### config.mk
export PLATFORM = sky130hd
export DESIGN_NAME = epo_pulse_out
export DESIGN_NICKNAME = d
export VERILOG_FILES = /design/src/design/epo_pkg.sv /design/src/design/epo_pulse_out.sv
export VERILOG_INCLUDE_DIRS = /design/src /design/src/design
export SDC_FILE = /design/constraint.sdc
export NUM_CORES = 1
export LEC_CHECK = 0
export BUFFER_PORTS_ARGS = -buffer_cell sky130_fd_sc_hd__clkbuf_2
export CAP_MARGIN = 20
export CORE_ASPECT_RATIO = 0.8
export CORE_MARGIN = 4
export CORE_UTILIZATION = 35
export CTS_CLUSTER_DIAMETER = 80
export DETAILED_ROUTE_END_ITERATION = 6
export HOLD_SLACK_MARGIN = 0.03
export PLACE_DENSITY = 0.63
export SLEW_MARGIN = 0
export SYNTH_ARGS = -nofsm -noshare
export SYNTH_HDL_FRONTEND = slang
export SYNTH_SLANG_ARGS = --single-unit
### constraint.sdc
create_clock -name i_core_clk -period 7.89 [get_ports i_core_clk]
set_input_delay 0.789 -clock i_core_clk [delete_from_list [all_inputs] [get_ports i_core_clk]]
set_output_delay 0.789 -clock i_core_clk [all_outputs]
set_load 0.005 [all_outputs]
### src/design/epo_map.svh
// Address map, field positions and timing constants of the energy pulse output block
`ifndef EPO_MAP_SVH
`define EPO_MAP_SVH
`define EPO_CLK_KHZ 40000
`define EPO_OSC_HZ 450000
`define EPO_OSC_DIV ((`EPO_CLK_KHZ * 1000) / `EPO_OSC_HZ)
`define EPO_PWR_W 24
`define EPO_ACC_W 48
`define EPO_BASE_SHIFT 19
`define EPO_K_INV 5
`define EPO_MIN_RATE_PPB 24400
`define EPO_LR_WIDTH_MS 240
`define EPO_LR_SHORT_MS 240
`define EPO_CF_WIDTH_MS 90
`define EPO_CF_SHORT_MS 180
`define EPO_HF_WIDTH_US 35
`define EPO_HF_WIDTH_CYC ((`EPO_HF_WIDTH_US * `EPO_CLK_KHZ) / 1000)
`define EPO_HF_LOG2 4'hB
`define EPO_ADDR_STATUS 4'h0
`define EPO_ADDR_MASK 4'h4
`define EPO_ADDR_STATE 4'h8
`define EPO_EV_CF 0
`define EPO_EV_LR 1
`define EPO_EV_POL 2
`define EPO_EV_W 3
`endif

### src/design/epo_pkg.sv
// Types of the energy pulse output block
`include "epo_map.svh"
package epo_pkg;
   typedef struct packed {
      logic calib_scale_select;
      logic freq_select_hi;
      logic freq_select_lo;
   } epo_sel_t;
   typedef struct packed {
      logic [3:0] addr;
      logic [31:0] wdata;
      logic wr;
      logic rd;
   } epo_bus_t;
   typedef struct packed {
      logic [`EPO_ACC_W-1:0] acc_lr;
      logic [`EPO_ACC_W-1:0] acc_cf;
      logic [31:0] per_lr;
      logic [31:0] per_cf;
      logic [31:0] wid_lr;
      logic [31:0] wid_cf;
      logic [7:0] pre;
      logic sel_b;
      logic lr_on_b;
      logic lr_a_n;
      logic lr_b_n;
      logic cf;
      logic neg;
      logic cf_evt;
      logic lr_evt;
      logic [`EPO_EV_W-1:0] status;
      logic [`EPO_EV_W-1:0] mask;
      logic [31:0] rdata;
      logic irq;
   } epo_state_t;
endpackage : epo_pkg

### src/design/epo_pulse_out.sv
// Energy pulse output logic: low-rate pair, calibration pulse, polarity flag
//
// Contract
// - Calibration pulse rate is a selectable multiple of low-rate rate, up to 2048.
// - Scale select high: multiples 128, 64, 32, 16 for codes 00..11.
// - Scale select low: 64, 32, 16 for 00..10; code 11 is 2048 fast mode.
// - Calibration train accumulates the same power over a far shorter interval.
// - Low-rate pulses alternate between the two outputs; base sets peak rate.
// - Low-rate period under 240 ms gives a width of half the period.
// - Normal calibration pulse is active high, 90 ms, rate proportional to power.
// - Calibration period under 180 ms gives a width of half the period.
// - Fast mode fixes the calibration pulse width at 35 us.
// - Minimum output rate is 0.00244 percent of the selected base frequency.
// - Load below the minimum rate suppresses all three pulse outputs.
// - Polarity flag high for negative power, low for positive power.
// - Polarity flag changes only when a calibration pulse is issued.
// - Both low-rate outputs are active low.
// - Base frequency is oscillator over 2^19, 2^18, 2^17 or 2^16.
`timescale 1ns/100ps
module epo_pulse_out #(
   parameter int LR_WIDTH_CYC = `EPO_LR_WIDTH_MS * `EPO_CLK_KHZ,
   parameter int LR_SHORT_CYC = `EPO_LR_SHORT_MS * `EPO_CLK_KHZ,
   parameter int CF_WIDTH_CYC = `EPO_CF_WIDTH_MS * `EPO_CLK_KHZ,
   parameter int CF_SHORT_CYC = `EPO_CF_SHORT_MS * `EPO_CLK_KHZ
) (
   input wire logic i_core_clk, // 40 MHz core clock
   input wire logic i_resetn, // Async reset, active low
   input wire logic signed [`EPO_PWR_W-1:0] i_power, // Filtered real power
   input wire epo_pkg::epo_sel_t i_sel, // Strapped selection inputs
   input wire epo_pkg::epo_bus_t i_bus, // Register port request
   output logic [31:0] o_rdata, // Read data, cycle after read
   output logic o_low_rate_pulse_a_n, // Low-rate output A
   output logic o_low_rate_pulse_b_n, // Low-rate output B
   output logic o_calibration_pulse_out, // Calibration pulse
   output logic o_negative_power_flag, // Polarity flag
   output logic o_irq // Interrupt, level
);
   // ************************************************
   // Constants
   // ************************************************
   localparam longint FS = 64'd1 << (`EPO_PWR_W - 1);
   localparam logic [`EPO_ACC_W-1:0] LR_BASE =
      `EPO_ACC_W'((FS * `EPO_K_INV) << `EPO_BASE_SHIFT);
   localparam logic [`EPO_PWR_W-1:0] NOLOAD_PWR =
      `EPO_PWR_W'((FS * `EPO_K_INV * `EPO_MIN_RATE_PPB) / 64'd1000000000);
   localparam logic [7:0] OSC_LAST = 8'(`EPO_OSC_DIV - 1);
   localparam logic [31:0] HF_W = 32'(`EPO_HF_WIDTH_CYC);

   if (LR_WIDTH_CYC < 1 || CF_WIDTH_CYC < 1 || LR_SHORT_CYC < 2 || CF_SHORT_CYC < 2) begin : g_bad
      $error("epo_pulse_out: pulse timing parameters too small");
   end

   // ************************************************
   // Selection decode
   // ************************************************
   // Lower base frequency means a larger threshold
   function automatic logic [`EPO_ACC_W-1:0] lr_thr(input logic [1:0] code);
      lr_thr = LR_BASE >> code;
   endfunction : lr_thr

   function automatic logic [3:0] cf_log2(input epo_pkg::epo_sel_t sel);
      logic [1:0] code;
      code = {sel.freq_select_hi, sel.freq_select_lo};
      if (sel.calib_scale_select) begin
         cf_log2 = 4'h7 - {2'h0, code};
      end else if (code == 2'h3) begin
         cf_log2 = `EPO_HF_LOG2;
      end else begin
         cf_log2 = 4'h6 - {2'h0, code};
      end
   endfunction : cf_log2

   function automatic logic [31:0] width(input logic [31:0] per, input int short_c,
                                         input int full_c);
      logic [31:0] per_n;
      logic [31:0] half;
      // Counter holds one less than the rise-to-rise period; saturated means slow
      per_n = (per == 32'hFFFFFFFF) ? per : per + 32'h1;
      half = per_n >> 1;
      if (per_n < 32'(short_c)) begin
         width = (half == 32'h0) ? 32'h1 : half;
      end else begin
         width = 32'(full_c);
      end
   endfunction : width

   // ************************************************
   // State
   // ************************************************
   epo_pkg::epo_state_t s_reg;
   epo_pkg::epo_state_t s_next;
   logic [1:0] code;
   logic hf;
   logic tick;
   logic noload;
   logic [`EPO_PWR_W-1:0] mag;
   logic [`EPO_ACC_W-1:0] t_lr;
   logic [`EPO_ACC_W-1:0] t_cf;
   logic [`EPO_ACC_W-1:0] sum_lr;
   logic [`EPO_ACC_W-1:0] sum_cf;
   logic [`EPO_EV_W-1:0] ev;
   logic [`EPO_EV_W-1:0] clr;

   assign code = {i_sel.freq_select_hi, i_sel.freq_select_lo};
   assign hf = !i_sel.calib_scale_select && code == 2'h3;
   assign tick = s_reg.pre == OSC_LAST;
   assign mag = i_power[`EPO_PWR_W-1] ? `EPO_PWR_W'(-i_power) : `EPO_PWR_W'(i_power);
   assign noload = mag < NOLOAD_PWR;
   assign t_lr = lr_thr(code);
   assign t_cf = t_lr >> cf_log2(i_sel);
   assign sum_lr = s_reg.acc_lr + `EPO_ACC_W'(mag);
   assign sum_cf = s_reg.acc_cf + `EPO_ACC_W'(mag);

   always_comb begin
      s_next = s_reg;
      ev = '0;
      clr = '0;
      s_next.cf_evt = 1'b0;
      s_next.lr_evt = 1'b0;
      s_next.rdata = 32'h0;
      s_next.pre = tick ? 8'h0 : s_reg.pre + 8'h1;
      if (s_reg.per_lr != 32'hFFFFFFFF) begin
         s_next.per_lr = s_reg.per_lr + 32'h1;
      end
      if (s_reg.per_cf != 32'hFFFFFFFF) begin
         s_next.per_cf = s_reg.per_cf + 32'h1;
      end
      s_next.wid_lr = (s_reg.wid_lr != 32'h0) ? s_reg.wid_lr - 32'h1 : 32'h0;
      s_next.wid_cf = (s_reg.wid_cf != 32'h0) ? s_reg.wid_cf - 32'h1 : 32'h0;
      // Below the creep floor the accumulators hold; nothing is issued
      if (tick && !noload) begin
         if (sum_lr >= t_lr) begin
            s_next.acc_lr = sum_lr - t_lr;
            s_next.lr_evt = 1'b1;
         end else begin
            s_next.acc_lr = sum_lr;
         end
         // Smaller threshold, so far less averaging of ripple
         if (sum_cf >= t_cf) begin
            s_next.acc_cf = sum_cf - t_cf;
            s_next.cf_evt = 1'b1;
         end else begin
            s_next.acc_cf = sum_cf;
         end
      end
      if (s_next.lr_evt) begin
         s_next.wid_lr = width(s_reg.per_lr, LR_SHORT_CYC, LR_WIDTH_CYC);
         s_next.per_lr = 32'h0;
         s_next.lr_on_b = s_reg.sel_b;
         s_next.sel_b = !s_reg.sel_b;
         ev[`EPO_EV_LR] = 1'b1;
      end
      if (s_next.cf_evt) begin
         if (hf) begin
            s_next.wid_cf = HF_W;
         end else begin
            s_next.wid_cf = width(s_reg.per_cf, CF_SHORT_CYC, CF_WIDTH_CYC);
         end
         s_next.per_cf = 32'h0;
         s_next.neg = i_power[`EPO_PWR_W-1];
         ev[`EPO_EV_CF] = 1'b1;
         ev[`EPO_EV_POL] = s_next.neg != s_reg.neg;
      end
      s_next.lr_a_n = !(s_next.wid_lr != 32'h0 && !s_next.lr_on_b);
      s_next.lr_b_n = !(s_next.wid_lr != 32'h0 && s_next.lr_on_b);
      s_next.cf = s_next.wid_cf != 32'h0;
      // Register port; a new event beats a clear in the same cycle
      if (i_bus.wr && i_bus.addr == `EPO_ADDR_STATUS) begin
         clr = i_bus.wdata[`EPO_EV_W-1:0];
      end
      if (i_bus.wr && i_bus.addr == `EPO_ADDR_MASK) begin
         s_next.mask = i_bus.wdata[`EPO_EV_W-1:0];
      end
      s_next.status = (s_reg.status & ~clr) | ev;
      if (i_bus.rd) begin
         case (i_bus.addr)
            `EPO_ADDR_STATUS: s_next.rdata = {29'h0, s_reg.status};
            `EPO_ADDR_MASK: s_next.rdata = {29'h0, s_reg.mask};
            `EPO_ADDR_STATE: s_next.rdata = {24'h0, hf, noload, s_reg.lr_on_b,
                                            s_reg.neg, 1'b0, i_sel};
            default: s_next.rdata = 32'h0;
         endcase
      end
      s_next.irq = |(s_next.status & s_next.mask);
   end

   always_ff @(posedge i_core_clk or negedge i_resetn) begin
      if (!i_resetn) begin
         s_reg <= '0;
         s_reg.lr_a_n <= 1'b1;
         s_reg.lr_b_n <= 1'b1;
         s_reg.per_lr <= 32'hFFFFFFFF;
         s_reg.per_cf <= 32'hFFFFFFFF;
      end else begin
         s_reg <= s_next;
      end
   end

   assign o_rdata = s_reg.rdata;
   assign o_low_rate_pulse_a_n = s_reg.lr_a_n;
   assign o_low_rate_pulse_b_n = s_reg.lr_b_n;
   assign o_calibration_pulse_out = s_reg.cf;
   assign o_negative_power_flag = s_reg.neg;
   assign o_irq = s_reg.irq;

   // ************************************************
   // Checks
   // ************************************************
   logic [31:0] cf_hi_cnt;
   logic [31:0] cf_gap_cnt;
   logic [31:0] cf_per_l;
   logic [31:0] lr_lo_cnt;
   logic cf_hf;
   logic last_b;
   always_ff @(posedge i_core_clk or negedge i_resetn) begin
      if (!i_resetn) begin
         cf_hi_cnt <= 32'h0;
         cf_gap_cnt <= 32'hFFFFFFFF;
         cf_per_l <= 32'hFFFFFFFF;
         lr_lo_cnt <= 32'h0;
         cf_hf <= 1'b0;
         last_b <= 1'b1;
      end else begin
         cf_hi_cnt <= s_reg.cf_evt ? 32'h1 : (s_reg.cf ? cf_hi_cnt + 32'h1 : 32'h0);
         lr_lo_cnt <= s_reg.lr_evt ? 32'h1 :
            ((s_reg.lr_a_n && s_reg.lr_b_n) ? 32'h0 : lr_lo_cnt + 32'h1);
         // Rise-to-rise distance, saturating so the first pulse counts as slow
         if (s_reg.cf_evt) begin
            cf_gap_cnt <= 32'h1;
            cf_per_l <= cf_gap_cnt;
         end else if (cf_gap_cnt != 32'hFFFFFFFF) begin
            cf_gap_cnt <= cf_gap_cnt + 32'h1;
         end
         // Mode at launch decides which width bound applies
         if (s_next.cf_evt) begin
            cf_hf <= hf;
         end
         if (s_reg.lr_evt) begin
            last_b <= s_reg.lr_on_b;
         end
      end
   end
endmodule : epo_pulse_out

==> flow_metrics.py, run 1 <==
metrics = {
    "logic_synthesis": {
        "synth_top_cell_area_share": 0.237,
        "synth_warnings": 0,
        "syn-instance-count": 2379,
        "ys.flop_type": "dfrtp_1",
        "synth_seq_cells": 252,
        "syn_area_per_cell_um2": 8.26,
        "synth_top_area_cell": "dfrtp_1",
        "synthArstFlopShare": 1.00,
        "yosysSeqAreaShare": 0.325,
        "yosysUniqueCellTypes": 97,
        "synth_area_um2": 19700,
        "synth_area_leaders": "dfrtp_1 24%, dfstp_2 8.8%, xnor2_1 6.5%",
        "synth-edff-count": 0,
    },
    "floorplanning": {
        "floorplan.initialDensity": 0.355,
        "rows": 77,
        "die_y_um": 220,
        "die_w_um": 273,
        "ios": 104,
        "die_area_um2": 60000,
        "fp.coreArea_um2": 55400,
    },
    "sta": {
        "finalMaxSlewViolations": 0,
        "tightestPinTransition_ns": 0.992,
        "fin_skew_ns": 0.0298,
        "min_period_ns": 7.43,
        "period_share": 0.942,
        "hold_viol_final": 0,
        "fmax_mhz": 135,
        "finalSetupViolCount": 0,
        "finalSetupTns_ns": 0,
        "slew_headroom": 0.333,
    },
    "critical_path": {
        "worstPathArrival_ns": 7.88,
        "cp_num_cells": 28,
        "cp.buffers_inverters": 1,
        "worst_path_largest_cell_delay_ns": 0.54,
        "cp_common_cell": "a21oi_1",
        "critical_path_class": "in -> reg",
        "required_ns": 8.34,
        "end_kind": "flip-flop",
        "crit_family": "simple AND/OR/NAND/NOR gates",
        "ff2ff_path_depth": 25,
        "crit_fanout": 7,
        "startpoint_type": "input pin",
        "critPathSlowestCell": "or4_4",
    },
    "grt": {
        "grt_pass1_vias": 17059,
        "gr-total-overflow": 0,
        "grt_max_degree": 112,
        "antenna_found_initial": 1,
        "grt_pass1_wl_um": 87900,
        "gr-usage-all-layers": 0.174,
    },
    "routing": {
        "drc": 0,
        "drt_wl_total_um": 53400,
        "first_pass_iters": 5,
        "vias_per_cell": 5.51,
        "dr.first_iter.drc_count": 1482,
        "avgRoutedWirePerCell_um": 16.4,
        "via_count": 17911,
        "ant_nets": 0,
    },
    "cells_and_area": {
        "largest_register_ffs": 240,
        "final_cell_mix": "253 x nand2_1, 246 x nor2_1, 186 x dfrtp_1, 145 x xnor2_1, 141 x o21ai_0",
        "syn_to_final_growth_pct": 13.3,
        "antenna_cells": 0,
        "n_fill_cell": 5565,
        "fin_cells": 3248,
        "seqCellArea_um2": 6390,
        "layout_commonest_cell": "nand2_1",
        "drive_above_1_share": 0.145,
        "multi_input_area_um2": 12500,
        "layout.nets": 2630,
    },
    "placement": {
        "placed_cells": 3191,
        "io_buffer_count": 49,
        "dpl.hpwl_um": 40100,
        "place.gp.congestion": 0.914,
    },
    "clock_network": {
        "clkSinkCount": 252,
        "path_clk_slew_ns": 0.06,
        "clk_path_buf_depth": 3,
        "cts-buffers-inserted": 30,
        "cts_root_buffer": "clkbuf_16",
        "tritoncts": "done",
        "htreeDepth": 1,
        "clk_latency_ns": 0.58,
    },
    "power_and_ir_drop": {
        "p_leak_nw": 9.46,
        "irDropWorstVdd_mv": 0.152,
        "powerDensity_nw_per_um2": 136,
    },
    "run_status": {
        "status": "completed",
    },
    "hold_path": {
        "hp-class": "in -> async",
    },
    "job": {
        "max_cap_violations": 0,
    },
}
==> cell families after synthesis <==
family,share of synthesized area
other,0.000382
AO/OA/AOI/OAI,0.192
XOR/XNOR,0.104
multiplexers,0.0220
AND/OR/NAND/NOR,0.253
flip-flops,0.325
buffers and inverters,0.0465
adder cells (fa/ha/maj),0.0574
==> worst reg2reg max path, stage by stage, from the launching register on <==
cell and delay (ns):
dfrtp_1 0.35, ha_1 0.17, inv_1 0.06, fa_1 0.41, nor2b_1 0.19, o211ai_1 0.12, a31oi_1 0.24, o21ai_1 0.14
o21ai_1 0.21, a21oi_1 0.14, nor2_1 0.22, and4_1 0.32, buf_4 0.15, nand3_1 0.08, xnor2_1 0.27, ha_1 0.33
and3_1 0.20, and2_1 0.17, a311o_1 0.36, and2_1 0.16, a41o_1 0.23, o41a_4 0.40, mux2_2 0.29, a211o_1 0.26
or4_1 0.53, or4_1 0.49
==> metal layers <==
metal	part of all wire	up-vias	routed length, um	track usage
li1	-	8762	-	-
met1	0.50	8610	26800	0.264
met2	0.43	458	22800	0.264
met3	0.049	81	2630	0.0218
met4	0.022	0	1160	0.0395
met5	0	-	0	0
==> cell type report <==
type	count	share of cell area
multi-input combinational	1948	0.561
sequential	252	0.287
timing repair buffer	183	0.0566
clock buffer	43	0.0382
inverter	59	0.00994
clock inverter	13	0.00545
tap	750	0.0421
==> synth_stat cells, types with 14 or more instances <==
| master | n |
|---|---|
| nand2_1 | 254 |
| nor2_1 | 247 |
| dfrtp_1 | 186 |
| xnor2_1 | 146 |
| o21ai_0 | 142 |
| a21oi_1 | 123 |
| nand3_1 | 100 |
| clkbuf_1 | 90 |
| ha_1 | 87 |
| xor2_1 | 87 |
| dfstp_2 | 66 |
| nand4_1 | 65 |
| nor3_1 | 62 |
| inv_1 | 59 |
| a21o_1 | 45 |
| or3_1 | 39 |
| and3_1 | 36 |
| buf_4 | 33 |
| o31ai_1 | 32 |
| a31oi_1 | 31 |
| o22ai_1 | 28 |
| mux2i_1 | 27 |
| nor2b_1 | 21 |
| nor4_1 | 21 |
| nand2b_1 | 19 |
| and2_1 | 17 |
| o21a_1 | 17 |
| and4_1 | 16 |
| o211ai_1 | 15 |
| a211oi_1 | 14 |
==> per-stage QoR <==
step / area, um^2 / setup slack (ns) / hold WS, ns / utilization / power (W)
2_1_floorplan: 19800 / 0.0176 / 0.434 / - / 0.00153
3_3_place_gp: 21300 / -0.0922 / 0.451 / 0.384 / 0.00164
3_5_place_dp: 21300 / -0.164 / 0.452 / 0.384 / 0.00165
4_1_cts: 22200 / 0.441 / 0.333 / 0.402 / 0.00306
5_1_grt: 22300 / -0.0252 / 0.388 / 0.402 / 0.00315
6_report: 22300 / 0.459 / 0.284 / 0.402 / 0.00303
==> path summary, 6_finish.rpt <==
check                       startpoint                      end  slack [ns]
max                        i_power[18]  o_calibration_pulse_out        0.46
min reg2reg                 s_reg[259]               s_reg[259]        0.46
min                           i_resetn               s_reg[241]        0.28
max reg2reg                 s_reg[183]  o_calibration_pulse_out        1.30
min in group i_core_clk     s_reg[259]               s_reg[259]        0.46
max in group asynchronous     i_resetn                s_reg[85]        6.08
==> report_power, final <==
part | switching (W) | leakage (nW) | internal, W
logic | 0.000205 | 5.94 | 0.000131
clock network | 0.000578 | 0.482 | 0.000813
registers | 0.00000156 | 3.03 | 0.00130
==> repair_timing <==
action,4_1_cts,5_1_grt
resized for setup,0,6
endpoints found under the setup margin,0,2
setup buffers,0,1
hold buffers,0,0
Note: power is estimated with default switching activity, not from simulation.
==> run 2: changes to the inputs <==
--- a/config.mk
+++ b/config.mk
@@ -6,6 +6,7 @@
 export SDC_FILE = /design/constraint.sdc
 export NUM_CORES = 1
 export LEC_CHECK = 0
+export ABC_AREA = 1
 export BUFFER_PORTS_ARGS = -buffer_cell sky130_fd_sc_hd__clkbuf_2
 export CAP_MARGIN = 20
 export CORE_ASPECT_RATIO = 0.8
@@ -14,7 +15,7 @@
 export CTS_CLUSTER_DIAMETER = 80
 export DETAILED_ROUTE_END_ITERATION = 6
 export HOLD_SLACK_MARGIN = 0.03
-export PLACE_DENSITY = 0.63
+export PLACE_DENSITY = 0.62
 export SLEW_MARGIN = 0
 export SYNTH_ARGS = -nofsm -noshare
 export SYNTH_HDL_FRONTEND = slang
==> flow_metrics.py, run 2 <==
metrics = {
    "floorplanning": {
        "rows": 79,
        "ios": 104,
        "fp.coreArea_um2": 58300,
        "die_y_um": 226,
        "floorplan.initialDensity": 0.355,
        "die_area_um2": 63100,
        "die_w_um": 280,
    },
    "clock_network": {
        "cts_hold_buf": 0,
        "ctsResizeCount": 0,
        "cts_setup_buffers": 0,
        "clk_path_buf_depth": 3,
        "htreeDepth": 2,
        "path_clk_slew_ns": 0.06,
        "cts_root_buffer": "clkbuf_16",
        "clk_latency_ns": 0.55,
        "tritoncts": "done",
        "clkSinkCount": 252,
        "cts-buffers-inserted": 34,
    },
    "power_and_ir_drop": {
        "irDropWorstVdd_mv": 0.0983,
        "sw_frac_of_total": 0.259,
        "p_int_w": 0.00237,
        "pwr-share-comb": 0.088,
        "totalPowerFinal_w": 0.00320,
        "p_sw_w": 0.000828,
        "p_leak_nw": 11.5,
        "power_frac_clock": 0.505,
        "seqPwrFrac": 0.407,
        "powerDensity_nw_per_um2": 140,
    },
    "cells_and_area": {
        "final_cell_mix": "818 x nand2_1, 451 x nor2_1, 388 x inv_1, 199 x nand3_1, 191 x o21ai_0",
        "n_fill_cell": 6229,
        "fin_cells": 3959,
        "drive_above_1_share": 0.0834,
        "layout.nets": 3319,
        "largest_register_ffs": 240,
        "layout_commonest_cell": "nand2_1",
        "syn_to_final_growth_pct": 10.1,
    },
    "sta": {
        "hold_viol_final": 0,
        "min_period_ns": 6.59,
        "finalSetupTns_ns": 0,
        "timing.hold.ws_ns": 0.239,
        "fin_skew_ns": 0.0326,
        "tightestPinTransition_ns": 1.13,
        "fin_ws_ns": 1.30,
        "slew_headroom": 0.247,
        "rsz0062_at_grt": "false",
        "finalSetupViolCount": 0,
        "finalMaxSlewViolations": 0,
        "period_share": 0.835,
        "fmax_mhz": 152,
    },
    "routing": {
        "drc": 0,
        "avgRoutedWirePerCell_um": 13.9,
        "first_pass_iters": 6,
        "vias_per_cell": 4.84,
        "dr.first_iter.drc_count": 1491,
        "ant_nets": 0,
        "drt_wl_total_um": 54900,
        "via_count": 19180,
    },
    "grt": {
        "gr-total-overflow": 0,
        "grt_pass1_wl_um": 92100,
        "antenna_found_initial": 2,
        "grt_pass1_vias": 18036,
        "gr-usage-all-layers": 0.175,
        "grt_max_degree": 163,
    },
    "logic_synthesis": {
        "synthArstFlopShare": 1.00,
        "synth_top_area_cell": "dfrtp_1",
        "synth_seq_cells": 252,
        "syn-instance-count": 3130,
        "synth_warnings": 0,
        "synth_area_um2": 20700,
        "synth_common_cells": "818 x nand2_1, 451 x nor2_1, 388 x inv_1",
        "yosysSeqAreaShare": 0.309,
        "ys.flop_type": "dfrtp_1",
        "yosysUniqueCellTypes": 55,
        "synth_top_cell_area_share": 0.225,
        "synthMostInstantiatedCell": "nand2_1",
        "synth-edff-count": 0,
        "synth_area_leaders": "dfrtp_1 22%, nand2_1 15%, dfstp_2 8.4%",
        "syn_area_per_cell_um2": 6.61,
    },
    "critical_path": {
        "end_kind": "flip-flop",
        "critical_path_class": "in -> reg",
        "required_ns": 8.38,
        "critPathSlowestCell": "xnor2_1",
        "startpoint_type": "input pin",
        "worstPathArrival_ns": 7.07,
        "worst_path_largest_cell_delay_ns": 0.58,
        "crit_fanout": 30,
        "cp_common_cell": "nand2_1",
    },
    "run_status": {
        "status": "completed",
    },
    "placement": {
        "place_ws_ns": 0.842,
        "io_buffer_count": 49,
        "placed_cells": 3896,
        "dpl.hpwl_um": 42400,
        "place.gp.congestion": 0.946,
    },
    "hold_path": {
        "hp-class": "in -> async",
    },
    "job": {
        "max_cap_violations": 0,
    },
}
[run 2: per-layer routing]
layer / GRT usage / share of wire / vias up
met5: 0 / 0 / -
li1: - / - / 10033
met3: 0.0252 / 0.048 / 58
met2: 0.255 / 0.40 / 367
met4: 0.0397 / 0.017 / 0
met1: 0.270 / 0.53 / 8722
[run 2: final timing paths]
check	cells after the start	startpoint	slack [ns]	endpoint
max	37	i_power[0]	1.30	o_low_rate_pulse_b_n
min	1	i_resetn	0.24	s_reg[234]
max reg2reg	36	s_reg[231]	2.29	o_low_rate_pulse_b_n
min reg2reg	1	s_reg[263]	0.47	s_reg[263]
max in group asynchronous	2	i_resetn	6.21	s_reg[85]
min in group i_core_clk	1	s_reg[263]	0.47	s_reg[263]
[run 2: cells by family after synthesis]
logic type,after synthesis,share of synthesized area
other cells,2,0.000363
compound gates,400,0.105
simple gates,1676,0.342
xor+xnor,210,0.0889
flops,252,0.309
buf+inv,501,0.100
fa+ha+maj,89,0.0545
[run 2: final cells by class]
type	instances	area, um^2	share of cell area
diodes	1	2.50	0.000110
clock buffers	46	987	0.0433
clock inverters	16	184	0.00807
inverters	404	1520	0.0665
multi-input cells	2402	12300	0.541
flip-flops and latches	252	6390	0.280
well taps	769	962	0.0422
repair buffers	69	418	0.0183
[run 2: metrics by stage]
stage | cell area (um^2) | util
finish | 22800 | 0.391
global route | 22800 | 0.391
CTS | 22800 | 0.391
detailed placement | 21600 | 0.371
global placement | 21600 | 0.371
floorplan | 20800 | -
[run 2: power groups by stage]
stage	clock [W]	sequential (W)	combinational, W
global route	0.00172	0.00130	0.000321
floorplan	0	0.00132	0.000191
finish	0.00161	0.00130	0.000281
global placement	0	0.00132	0.000278
CTS	0.00166	0.00130	0.000281
detailed placement	0	0.00132	0.000279
[run 2: critical path: cells and delay by family]
family          cells  cell delay [ns]
xor+xnor            2             0.76
buf+inv             4             0.66
compound gates      8             1.59
simple gates       20             2.39
fa+ha+maj           3             0.86
==> run 3: changes to the inputs <==
--- a/config.mk
+++ b/config.mk
@@ -15,7 +15,7 @@
 export CTS_CLUSTER_DIAMETER = 80
 export DETAILED_ROUTE_END_ITERATION = 6
 export HOLD_SLACK_MARGIN = 0.03
-export PLACE_DENSITY = 0.62
+export PLACE_DENSITY = 0.64
 export SLEW_MARGIN = 0
 export SYNTH_ARGS = -nofsm -noshare
 export SYNTH_HDL_FRONTEND = slang
==> constraint.sdc (replaced) <==
create_clock -name i_core_clk -period 5.35 [get_ports i_core_clk]
set_input_delay 0.535 -clock i_core_clk [delete_from_list [all_inputs] [get_ports i_core_clk]]
set_output_delay 0.535 -clock i_core_clk [all_outputs]
set_load 0.005 [all_outputs]
==> flow_metrics.py, run 3 (synthesis gave the netlist of run 2 again) <==
metrics = {
    "run_status": {
        "status": "completed",
    },
    "grt": {
        "grt_pass1_wl_um": 97000,
        "grt_pass1_vias": 19482,
        "grt_max_degree": 117,
        "gr-total-overflow": 0,
        "antenna_found_initial": 0,
        "gr-usage-all-layers": 0.184,
    },
    "clock_network": {
        "path_clk_slew_ns": 0.06,
        "tritoncts": "done",
        "clk_latency_ns": 0.54,
        "cts-buffers-inserted": 34,
        "clkSinkCount": 252,
        "htreeDepth": 2,
        "clk_path_buf_depth": 3,
        "cts_root_buffer": "clkbuf_16",
    },
    "sta": {
        "fin_skew_ns": 0.0244,
        "finalMaxSlewViolations": 0,
        "slew_headroom": 0.413,
        "timing.hold.ws_ns": 0.0854,
        "rsz0062_at_grt": "true",
        "period_share": 0.952,
        "tightestPinTransition_ns": 0.877,
        "finalSetupViolCount": 0,
        "hold_viol_final": 0,
        "fmax_mhz": 196,
        "min_period_ns": 5.09,
        "fin_ws_ns": 0.256,
    },
    "routing": {
        "avgRoutedWirePerCell_um": 13.8,
        "via_count": 21016,
        "vias_per_cell": 4.80,
        "drt_wl_total_um": 60200,
        "first_pass_iters": 6,
        "ant_nets": 0,
        "drc": 0,
        "dr.first_iter.drc_count": 1330,
    },
    "cells_and_area": {
        "syn_to_final_growth_pct": 29.2,
        "layout_commonest_cell": "nand2_1",
        "layout.nets": 3738,
        "antenna_cells": 0,
        "seqCellArea_um2": 6390,
        "drive_above_1_share": 0.228,
        "fin_cells": 4376,
        "n_fill_cell": 5963,
        "largest_register_ffs": 240,
        "multi_input_area_um2": 13100,
        "final_cell_mix": "803 x nand2_1, 429 x buf_4, 428 x nor2_1, 377 x inv_1, 192 x nand3_1",
    },
    "critical_path": {
        "rr_startpoint": "s_reg[231]",
        "required_ns": 5.83,
        "critical_path_class": "in -> reg",
        "worstPathArrival_ns": 5.57,
        "cp_common_cell": "nand2_1",
        "crit_fanout": 15,
        "r2r-end": "o_low_rate_pulse_b_n",
        "reg2reg_slack_ns": 0.47,
        "ff2ff_path_depth": 37,
        "worst_path_largest_cell_delay_ns": 0.33,
        "startpoint_type": "input pin",
        "end_kind": "flip-flop",
        "critPathSlowestCell": "o31ai_2",
    },
    "hold_path": {
        "hp-class": "in -> async",
    },
    "floorplanning": {
        "rows": 79,
        "die_area_um2": 63100,
        "floorplan.initialDensity": 0.355,
        "die_w_um": 280,
        "ios": 104,
        "die_y_um": 226,
        "fp.coreArea_um2": 58300,
    },
    "placement": {
        "io_buffer_count": 49,
        "place_ws_ns": -0.653,
        "place.gp.congestion": 0.964,
        "dpl.hpwl_um": 45800,
        "placed_cells": 4291,
    },
    "power_and_ir_drop": {
        "p_leak_nw": 13.6,
        "totalPowerFinal_w": 0.00486,
        "powerDensity_nw_per_um2": 182,
        "irDropWorstVdd_mv": 0.169,
    },
    "job": {
        "max_cap_violations": 0,
    },
}
run 3: worst max path at each step:
stage                     slack, ns                   end       start
after floorplan                0.14  o_low_rate_pulse_b_n  i_power[0]
after CTS                     0.006  o_low_rate_pulse_b_n  i_power[4]
after global placement        -0.49  o_low_rate_pulse_a_n  i_power[8]
after detailed placement      -0.65  o_low_rate_pulse_b_n  i_power[4]
final                          0.26  o_low_rate_pulse_b_n  i_power[4]
after global routing          -0.13  o_low_rate_pulse_b_n  i_power[0]
run 3: metal layers:
metal / vias to the layer above / part of all wire / global-route usage
li1: 10866 / - / -
met1: 9648 / 0.52 / 0.287
met2: 433 / 0.42 / 0.274
met3: 69 / 0.051 / 0.0213
met4: 0 / 0.016 / 0.0373
met5: - / 0 / 0
run 3: timing repair:
action / CTS / global route
gates resized for setup: 4 / 173
hold buffers: 0 / 0
buffers inserted: 0 / 21
setup endpoints to repair: 2 / 165
pin swaps: 1 / 45
gates cloned: 0 / 3
run 3: cell type report:
class                   count  area share
multi-input cells        2403       0.490
clock buffers              45      0.0357
inverters                 404      0.0570
clock inverters            16     0.00590
repair buffers            487       0.136
well taps                 769      0.0360
flip-flops and latches    252       0.239
run 3: critical path: cells and delay by family:
kind,cells,cell delay (ns)
XOR/XNOR,2,0.29
AND/OR/NAND/NOR,20,2.29
buffers and inverters,8,1.04
adder cells (fa/ha/maj),2,0.62
AO/OA/AOI/OAI,5,0.82
run 3: report_power, final:
group          total [W]  internal, W  leakage (nW)  switching, W
clock            0.00229      0.00136         0.533      0.000934
sequential       0.00192      0.00191          2.90    0.00000254
combinational   0.000645     0.000293          10.2      0.000352
total            0.00486      0.00357          13.6       0.00129
run 3: per-stage QoR:
step	utilization	instance area [um^2]	TNS [ns]
3_3_place_gp	0.422	24600	-27.25
5_1_grt	0.459	26700	-0.340
4_1_cts	0.441	25700	0
2_1_floorplan	-	20800	0
3_5_place_dp	0.422	24600	-42.60
6_report	0.459	26700	0
